--- config.mk ---
export PLATFORM = sky130hd
export DESIGN_NAME = mfr_responder
export DESIGN_NICKNAME = d
export VERILOG_FILES = /design/src/mfr_pkg.sv /design/src/mfr_responder.sv
export SDC_FILE = /design/constraint.sdc
export NUM_CORES = 1
export LEC_CHECK = 0
export ABC_AREA = 1
export BUFFER_PORTS_ARGS = -buffer_cell sky130_fd_sc_hd__buf_2
export CAP_MARGIN = 20
export CORE_ASPECT_RATIO = 1.25
export CORE_MARGIN = 5
export CORE_UTILIZATION = 64
export DETAILED_ROUTE_END_ITERATION = 6
export HOLD_SLACK_MARGIN = 0.15
export PLACE_DENSITY = 0.83
export SETUP_SLACK_MARGIN = 0.5
export SYNTH_ARGS = -nofsm -noshare
export SYNTH_HDL_FRONTEND = slang
export SYNTH_SLANG_ARGS = --single-unit
--- constraint.sdc ---
create_clock -name ref_clk -period 7.7 [get_ports ref_clk]
set_input_delay 0.77 -clock ref_clk [delete_from_list [all_inputs] [get_ports ref_clk]]
set_output_delay 0.77 -clock ref_clk [all_outputs]
set_load 0.005 [all_outputs]
--- src/mfr_pkg.sv ---
// constants and types for the modbus float reading responder
// assumes a byte-level rs485 front end outside this block
package mfr_pkg;

  localparam logic [7:0]  STATION_DEFAULT = 8'h43;
  localparam logic [7:0]  FC_READ_HOLD    = 8'h03;
  localparam logic [7:0]  FC_EXC_FLAG     = 8'h80;
  localparam logic [7:0]  EXC_BAD_FUNC    = 8'h01;
  localparam logic [7:0]  EXC_BAD_ADDR    = 8'h02;
  localparam logic [15:0] REG_CO2_MEAN    = 16'h0424;
  localparam logic [15:0] FLOAT_QTY       = 16'h0002;
  localparam logic [7:0]  FLOAT_BYTES     = 8'h04;
  localparam logic [15:0] CRC_INIT        = 16'hffff;
  localparam logic [15:0] CRC_POLY        = 16'ha001;
  localparam logic [3:0]  REQ_LEN         = 4'h8;
  localparam logic [3:0]  RX_OVERLONG     = 4'h9;
  localparam logic [3:0]  RESP_DATA_LEN   = 4'h7;
  localparam logic [3:0]  EXC_DATA_LEN    = 4'h3;
  localparam logic [3:0]  RX_EMPTY        = 4'h0;
  localparam logic [7:0]  TX_IDLE_BYTE    = 8'h00;
  localparam logic [15:0] CRC_RESIDUE     = 16'h0000;

  typedef enum logic [1:0] {
    mfr_rx,
    mfr_tx_data,
    mfr_tx_crc_lo,
    mfr_tx_crc_hi
  } mfr_state_t;

  typedef struct packed {
    mfr_state_t      st;
    logic [3:0]      rx_cnt;
    logic [7:0][7:0] rx_buf;
    logic [15:0]     crc;
    logic [6:0][7:0] tx_buf;
    logic [3:0]      tx_idx;
    logic [3:0]      tx_len;
    logic            tx_valid;
    logic [7:0]      tx_byte;
  } mfr_regs_t;

  localparam mfr_regs_t REGS_RESET = '{
    st:       mfr_rx,
    rx_cnt:   RX_EMPTY,
    rx_buf:   '0,
    crc:      CRC_INIT,
    tx_buf:   '0,
    tx_idx:   4'h0,
    tx_len:   4'h0,
    tx_valid: 1'b0,
    tx_byte:  TX_IDLE_BYTE
  };

endpackage

--- src/mfr_responder.sv ---
// modbus rtu read responder for the averaged co2 float
// assumes byte-level rx/tx from a uart and a frame_end pulse from gap detection
`timescale 1ns/1ps
`default_nettype none

// Behaviour
// - The block answers as station 0x43 unless another station number is configured.
// - A function 03 read of two registers at 0x424 returns both words of the co2 float.
// - The returned value is the ieee754 single-precision word given on the input unchanged.
// - The two 16-bit halves of the float are swapped on the bus, low half first.
// - The first register holds float bytes three then four, the low mantissa bits.
// - The second register holds sign and exponent then exponent lsb and top mantissa.
module mfr_responder
  import mfr_pkg::*;
(
  input  wire logic        ref_clk,
  input  wire logic        rst,
  input  wire logic        station_cfg_en,
  input  wire logic [7:0]  station_cfg,
  input  wire logic [31:0] co2_mean_float,
  input  wire logic        rx_valid,
  input  wire logic [7:0]  rx_byte,
  input  wire logic        frame_end,
  input  wire logic        tx_ready,
  output logic             tx_valid,
  output logic [7:0]       tx_byte
);

  mfr_regs_t   r;
  mfr_regs_t   next_r;
  logic [7:0]  station;
  logic [15:0] crc_tmp;

  // request fields
  logic [7:0]  req_addr;
  logic [7:0]  req_fc;
  logic [15:0] req_start;
  logic [15:0] req_qty;

  // handshake qualifiers
  logic        rx_take;
  logic        end_take;
  logic        tx_take;

  // acceptance checks
  logic        len_ok;
  logic        crc_ok;
  logic        addr_ok;
  logic        fc_ok;
  logic        range_ok;
  logic        req_good;

  // reply walk
  logic [3:0]  next_idx;
  logic        last_data;
  logic [7:0]  data_byte;

  // one bit of the reflected crc-16 shift
  function automatic logic [15:0] crc_shift(input logic [15:0] c);
    logic [15:0] s;
    s = c >> 1;
    if (c[0]) begin
      s = s ^ CRC_POLY;
    end
    return s;
  endfunction

  // crc-16 update with one byte, lsb first
  function automatic logic [15:0] crc_byte(input logic [15:0] c, input logic [7:0] d);
    logic [15:0] x;
    x = c ^ {8'h00, d};
    for (int i = 0; i < 8; i++) begin
      x = crc_shift(x);
    end
    return x;
  endfunction

  // exception body: station, flagged function code, reason
  function automatic mfr_regs_t fill_exc(input mfr_regs_t s, input logic [7:0] sta,
                                         input logic [7:0] fc, input logic [7:0] code);
    mfr_regs_t o;
    o           = s;
    o.tx_buf[0] = sta;
    o.tx_buf[1] = fc | FC_EXC_FLAG;
    o.tx_buf[2] = code;
    o.tx_len    = EXC_DATA_LEN;
    return o;
  endfunction

  // normal body: both float registers, low half first
  function automatic mfr_regs_t fill_float(input mfr_regs_t s, input logic [7:0] sta,
                                           input logic [31:0] f);
    mfr_regs_t o;
    o           = s;
    o.tx_buf[0] = sta;
    o.tx_buf[1] = FC_READ_HOLD;
    o.tx_buf[2] = FLOAT_BYTES;
    o.tx_buf[3] = f[15:8];
    o.tx_buf[4] = f[7:0];
    o.tx_buf[5] = f[31:24];
    o.tx_buf[6] = f[23:16];
    o.tx_len    = RESP_DATA_LEN;
    return o;
  endfunction

  // reply start: station byte shown first, crc restarted
  function automatic mfr_regs_t start_reply(input mfr_regs_t s, input logic [7:0] sta);
    mfr_regs_t o;
    o          = s;
    o.st       = mfr_tx_data;
    o.tx_idx   = 4'h0;
    o.tx_valid = 1'b1;
    o.tx_byte  = sta;
    o.crc      = CRC_INIT;
    o.rx_cnt   = RX_EMPTY;
    return o;
  endfunction

  // back to listening with an empty receiver
  function automatic mfr_regs_t go_idle(input mfr_regs_t s);
    mfr_regs_t o;
    o          = s;
    o.st       = mfr_rx;
    o.tx_valid = 1'b0;
    o.tx_byte  = TX_IDLE_BYTE;
    o.crc      = CRC_INIT;
    o.rx_cnt   = RX_EMPTY;
    o.tx_idx   = 4'h0;
    return o;
  endfunction

  assign station   = station_cfg_en ? station_cfg : STATION_DEFAULT;
  assign req_addr  = r.rx_buf[0];
  assign req_fc    = r.rx_buf[1];
  assign req_start = {r.rx_buf[2], r.rx_buf[3]};
  assign req_qty   = {r.rx_buf[4], r.rx_buf[5]};

  assign rx_take   = (r.st == mfr_rx) && rx_valid;
  assign end_take  = (r.st == mfr_rx) && !rx_valid && frame_end;
  assign tx_take   = (r.st != mfr_rx) && tx_ready;

  assign len_ok    = (r.rx_cnt == REQ_LEN);
  // residue of zero over body plus crc means the crc is good
  assign crc_ok    = (r.crc == CRC_RESIDUE);
  assign addr_ok   = (req_addr == station);
  assign fc_ok     = (req_fc == FC_READ_HOLD);
  assign range_ok  = (req_start == REG_CO2_MEAN) && (req_qty == FLOAT_QTY);
  assign req_good  = len_ok && crc_ok && addr_ok;

  assign next_idx  = r.tx_idx + 4'h1;
  assign last_data = (next_idx >= r.tx_len);
  assign data_byte = r.tx_buf[next_idx[2:0]];

  always_comb begin
    next_r  = r;
    crc_tmp = crc_byte(r.crc, r.tx_byte);
    case (r.st)
      mfr_rx: begin
        if (rx_take) begin
          if (r.rx_cnt < REQ_LEN) begin
            next_r.rx_buf[r.rx_cnt[2:0]] = rx_byte;
            next_r.rx_cnt                = r.rx_cnt + 4'h1;
            next_r.crc                   = crc_byte(r.crc, rx_byte);
          end else begin
            next_r.rx_cnt = RX_OVERLONG;
          end
        end else if (end_take) begin
          next_r.rx_cnt = RX_EMPTY;
          next_r.crc    = CRC_INIT;
          if (req_good) begin
            if (!fc_ok) begin
              next_r = fill_exc(next_r, station, req_fc, EXC_BAD_FUNC);
            end else if (!range_ok) begin
              next_r = fill_exc(next_r, station, FC_READ_HOLD, EXC_BAD_ADDR);
            end else begin
              // float captured once so both halves belong to one sample
              next_r = fill_float(next_r, station, co2_mean_float);
            end
            next_r = start_reply(next_r, station);
          end
        end
      end
      mfr_tx_data: begin
        if (tx_take) begin
          next_r.crc    = crc_tmp;
          next_r.tx_idx = next_idx;
          if (last_data) begin
            next_r.st      = mfr_tx_crc_lo;
            next_r.tx_byte = crc_tmp[7:0];
          end else begin
            next_r.tx_byte = data_byte;
          end
        end
      end
      mfr_tx_crc_lo: begin
        // low crc byte on the line, high byte next
        if (tx_take) begin
          next_r.st      = mfr_tx_crc_hi;
          next_r.tx_byte = r.crc[15:8];
        end
      end
      mfr_tx_crc_hi: begin
        if (tx_take) begin
          next_r = go_idle(r);
        end
      end
      default: begin
        next_r = go_idle(r);
      end
    endcase
  end

  always_ff @(posedge ref_clk) begin
    if (rst) begin
      r <= REGS_RESET;
    end else begin
      r <= next_r;
    end
  end

  assign tx_valid = r.tx_valid;
  assign tx_byte  = r.tx_byte;

endmodule

`default_nettype wire

Yosys cells after proc, flatten, opt, wreduce, memory -nomap -nowiden
Index checks and enable logic that the tools add are counted.
Word-level totals
  input port bits: 54
  memory bits (writable): 0
  memory bits (read-only): 0
  register bits after elaboration: 159
  latch bits: 0
  output and inout port bits: 9
  memories kept: 0
  logic and storage cells: 157
Cells by class
  divide/modulo/power cells: 0
  multipliers: 0
  order comparisons: 5
  add/subtract/negate cells: 2
  bitwise gates (word level): 20
  mux-type cells: 68
  shifts and indexed selects: 0
  eq/ne operators: 17
  reduce and logical (&&, ||, !) cells: 23
Operator list (number)
  16-bit 2-to-1 mux: 38
  159-bit 2-to-1 mux: 3
  153-bit 2-to-1 mux: 1
  73-bit 2-to-1 mux: 2
  68-bit one-hot mux with 2 select lines: 1
  56-bit one-hot mux with 2 select lines: 1
  84-bit 2-to-1 mux: 1
  80-bit 2-to-1 mux: 1
  64-bit bitwise mux: 1
  8-bit 2-to-1 mux: 6
  2-bit NOT with 3-bit output: 16
  16-bit one-hot mux with 3 select lines: 1
  8-bit one-hot mux with 4 select lines: 1
  16-bit by 8-bit bitwise XOR with 16-bit output: 2
  8-bit binary-select mux with 3-bit select: 1
  8-bit demux with 3-bit select: 1
  16-bit by 11-bit equality test with 1-bit output, second input constant: 1
  16-bit by 2-bit equality test with 1-bit output, second input constant: 1
  16-bit logical NOT: 1
  5-bit AND reduction: 3
  2-bit != test, second input constant: 7
  7-bit AND reduction: 2
  4-bit one-hot mux with 3 select lines: 1
  6-bit AND reduction: 2
  24 further kinds: 40

Depth between registers and ports, before layout
  depth after elaboration: 41
  depth in mapped cells: 19
  mapped depth without buffers: 18

Worst setup path before layout
OpenSTA, ideal clock, no wires.
  path type: reg-to-reg
  start point: register r[13] (netlist bit)
  end point: register r (netlist bit tx_byte[1])
  data arrival time: 2.452 ns
  slack: 5.183 ns
  period minus slack after synthesis: 2.517 ns
  stages on the path, launching flop included: 17
  data required time: 7.635 ns
  cells stage by stage: dfxtp_1 -> ha_1 -> or2_2 -> nand2_1 -> inv_1 -> clkbuf_1 -> ha_1 -> nand2_1 -> inv_1 -> nor3_1 -> clkbuf_1 -> o21ai_0 -> a21oi_1 -> o22ai_1 -> nand2_1 -> o21ai_0 -> nor2_1
Between the ends
  word-level cells in the longest chain between the ends: 6
  elaborated cells on any way between the ends: 7
RTL lines
  from (decl): RTL line mfr_responder.sv:29  | mfr_regs_t r;
  from (signal assigned): RTL line mfr_responder.sv:217  | r <= next_r;
  4-bit by 1-bit adder with 4-bit output *: RTL line mfr_responder.sv:150  | assign next_idx = r.tx_idx + 4'h1;
  8-bit binary-select mux with 3-bit select: RTL line mfr_responder.sv:152  | assign data_byte = r.tx_buf[next_idx[2:0]];
  8-bit 2-to-1 mux (not written as such): RTL line mfr_responder.sv:152
  8-bit 2-to-1 mux *: RTL line mfr_responder.sv:187  | if (last_data) begin
  8-bit 2-to-1 mux *: RTL line mfr_responder.sv:184  | if (tx_take) begin
  8-bit one-hot mux with 4 select lines *: RTL line mfr_responder.sv:157  | case (r.st)
Mark *: on every way between the ends. The rest lies on a longest branch, timed or not. The select of a mux whose other input is x is not followed.
A chain may end at the register's enable or synchronous reset.

Worst setup path after layout
  start point: register r[13] (netlist bit)
  end point: register r (netlist bit tx_byte[3])
Same word-level chain as after synthesis.

==> results.txt <==
----------------------------------------------------
[Run status]
  Result of the run ... complete, no violations

[CTS]
  Maximum count of clock buffers along a single path ... 2
  # clock sinks ... 136
  Max H-tree Level ... 4
  Clock buffers created by TritonCTS ... 17
  Post-CTS Resized ... 0
  Root buf cell ... clkbuf_16
  Clock-pin slew reported for the worst setup and hold paths after clock tree synthesis ... about 0.06 ns
  Cts hold-fix bufs ... 0
  TritonCTS clock tree ... done
  Skew-Pair Late Insertion Delay ... around 0.42 ns
  Total setup buffers inserted after CTS ... 0

[Critical path]
  Start of the worst register-to-register path ... r[13]$_SDFFE_PP0P_
  Cells on worst reg2reg path ... 16
  Required time of the critical path ... 8.05 ns
  Destination of the worst register-to-register timing path ... tx_byte[3]$_SDFFE_PP0P_
  Worst-path maximum fanout ... 12
  Flop2flop setup slack ... 4.30 ns
  Element type at the critical path end ... register
  Category of the most critical setup path ... register to register
  Nature of the critical path startpoint ... register
  Arrival time at the worst endpoint ... around 3.8 ns

[Detailed routing]
  Post-route DRC violation count ... 0
  Total Wirelength ... roughly 20 mm
  DRT Pass-1 Iters ... 6
  Iteration-0 DRC count of the detailed router ... roughly 550
  Via/cell ratio ... 5.86
  Total via count in the routed design ... 7,042
  Routed wire length per instance ... 16.8 um
  Count of nets left with antenna violations after detail routing ... 0

[Hold path]
  Worst min-delay path class ... register to register
  Origin of the worst min-delay path ... r[121]$_SDFFE_PP0P_
  Hold worst-path end ... r[121]$_SDFFE_PP0P_
  Worst hold stages ... 2

[Synthesis]
  Average cell area after synthesis ... 6.86 um^2
  Number of synthesized register bits ... 136
  Yosys cell types ... 42
  Cell area after technology mapping ... a little over 0.007 mm^2
  Part of the Yosys area used for sequential elements ... 38.6%
  Number of warnings printed during yosys synthesis ... 0
  Top cells by area, synth ... dfxtp_1 39%, nand2_1 9.5%, o21ai_0 9.0%
  Synth top area share ... 38.6%
  Post-Synthesis Cells ... 1,029
  Library cell occupying the most area in the post-synthesis netlist ... dfxtp_1
  Syn Nets ... ~1.1k

[GRT]
  Pin count of the biggest net entering global routing ... 111
  Number of antenna violations at the first check in global routing ... 0
  Wire length of the first global-routing pass ... 33.1 mm
  Vias in the first global route ... 6,810
  Overflow left after global routing ... 0
  Overall track demand over capacity in global routing ... 30.6%

[Placement]
  # port buffers ... 62
  Final estimated routing congestion in global placement ... 1.01
  Inst Count DP ... between 1k and 1.5k
  Post-detailed-placement half-perimeter wirelength ... 14.1 mm
  Placement Cell Area ... 0.00727 mm^2

[STA]
  Peak Freq ... 0.295 GHz
  Setup violators final ... 0
  Setup clock skew after layout ... 0.00912 ns
  Fin Setup TNS ... 0 ns
  Setup repair after global routing missed its margin ... no
  Final-report hold violation count ... 0
  Crit path time final ... between 3 and 4 ns
  Relative slew slack ... between 30 and 40%
  Share of the clock period used by the worst path ... approximately 44%
  Total count of max-transition violations in the final report ... 0
  Transition at the pin with the smallest max-transition slack ... about 1 ns

[Pwr]
  Worst-case vdd ir drop ... 152 uV
  Overall Power ... 0.00171 W
  Power per cell area ... 218 mW/mm^2
  Leak Pwr ... 3.30 nW

[Flow run]
  Max-cap check violation count ... 0

[Floorplanning]
  Die span in x ... just over 100 um
  Std-Cell Rows ... between 40 and 50
  Core Box Area ... 0.0110 mm^2
  Number of primary I/O pins ... 63
  Total Die Area ... 0.0132 mm^2
  Vertical extent of the die ... 127 um
  Effective utilization at floorplan ... roughly 64%

[Layout]
  Net count, final ... 1,119
  Final design instance area without fill ... 0.00785 mm^2
  Post-layout util ... between 70% and 80%
  Finished Layout Cells ... 1,202
  Area Growth Syn to Fin ... 11.3%
  Top library cells by usage in the layout, fill and taps aside ... 178 x nand2_1, 136 x dfxtp_1, 127 x o21ai_0
  Commonest non-fill, non-tap cell in the layout ... nand2_1
  Fraction of layout instances using a drive strength above 1 ... 11.2%
  Antenna diode instance count ... 0

----------------------------------------------------
==> final cells by class <==
cell class	instances	area, um^2
Multi-Input combinational cell	722	3610
Fill cell	973	3120
Timing Repair Buffer	68	353
Sequential cell	136	2720
Clock buffer	20	467
Clock inverter	11	114
Tap cell	135	169
Inverter	110	414
==> flip-flops by register name (all words and copies together) (netlist names) <==
| name | flops |
|---|---|
| req_fc | 8 |
| tx_byte | 8 |
| r | 111 |
| req_addr | 8 |
| tx_valid | 1 |
==> critical path, stage by stage (launching register included) <==
cell and delay [ns]:
dfxtp_1 0.31, ha_1 0.20, or2_2 0.28, nand2_1 0.18
inv_1 0.21, ha_1 0.32, nand2_1 0.06, inv_1 0.03
nor3_1 0.75, inv_1 0.21, nor2_1 0.19, inv_1 0.12
nor3_1 0.16, o22ai_1 0.09, nand2_1 0.06, o21ai_0 0.07
nor2_1 0.08
==> cell families (layout without fill, tap and decap cells) <==
group | after synthesis | after routing | share of synthesized area (%)
adder cells (fa/ha/maj) | 10 | 10 | 1.77
AND/OR/NAND/NOR | 413 | 413 | 25.8
multiplexers | 1 | 1 | 0.142
flip-flops | 136 | 136 | 38.6
XOR/XNOR | 19 | 19 | 2.36
AO/OA/AOI/OAI | 279 | 279 | 21.1
buffers and inverters | 171 | 209 | 10.2
==> worst max-delay path by stage <==
stage	startpoint	endpoint	slack, ns	cells past startpoint
2_1_floorplan	r[13]$_SDFFE_PP0P_	tx_byte[1]$_SDFFE_PP0P_	5.18	16
3_3_place_gp	r[13]$_SDFFE_PP0P_	tx_byte[3]$_SDFFE_PP0P_	4.52	16
3_5_place_dp	r[13]$_SDFFE_PP0P_	tx_byte[3]$_SDFFE_PP0P_	4.41	16
4_1_cts	r[13]$_SDFFE_PP0P_	tx_byte[3]$_SDFFE_PP0P_	4.33	16
5_1_grt	r[14]$_SDFFE_PP0P_	tx_byte[3]$_SDFFE_PP0P_	3.95	16
6_report	r[13]$_SDFFE_PP0P_	tx_byte[3]$_SDFFE_PP0P_	4.30	16
==> per-layer routing <==
layer	wire (um)	global-route usage (%)
met1	8150	36.1
met2	9660	52.7
met3	1370	6.27
met4	980	15.6
met5	0	0
==> through the flow <==
| step | hold slack [ns] | worst slack (ns) |
|---|---|---|
| global route | 0.462 | 3.95 |
| detailed placement | 0.437 | 4.41 |
| CTS | 0.447 | 4.33 |
| floorplan | 0.423 | 5.18 |
| finish | 0.446 | 4.30 |
| global placement | 0.432 | 4.52 |
==> synth_stat cells, drive strengths merged <==
| cell | number |
|---|---|
| mux2i | 1 |
| o31ai | 2 |
| or2 | 4 |
| clkinv | 2 |
| nor2 | 99 |
| o211ai | 7 |
| a211oi | 7 |
| a21oi | 96 |
| buf | 24 |
| nand4 | 13 |
| a31oi | 4 |
| a211o | 1 |
| clkbuf | 37 |
| o21ai | 148 |
| a311oi | 1 |
| nor3 | 47 |
| nand3 | 43 |
| and2 | 2 |
| xnor2 | 14 |
| a221oi | 4 |
| ha | 10 |
| o22ai | 3 |
| dfxtp | 136 |
| o2111ai | 2 |
| nand3b | 2 |
| xor2 | 5 |
| nand2 | 184 |
| o311ai | 3 |
| a32o | 1 |
| nor4 | 19 |
| inv | 108 |
==> where the power goes <==
part           switching (W)  internal (W)
clock               0.000325      0.000474
combinational       0.000112     0.0000601
sequential         0.0000215      0.000720
total               0.000458       0.00125
(Power assumes the default switching activity.)
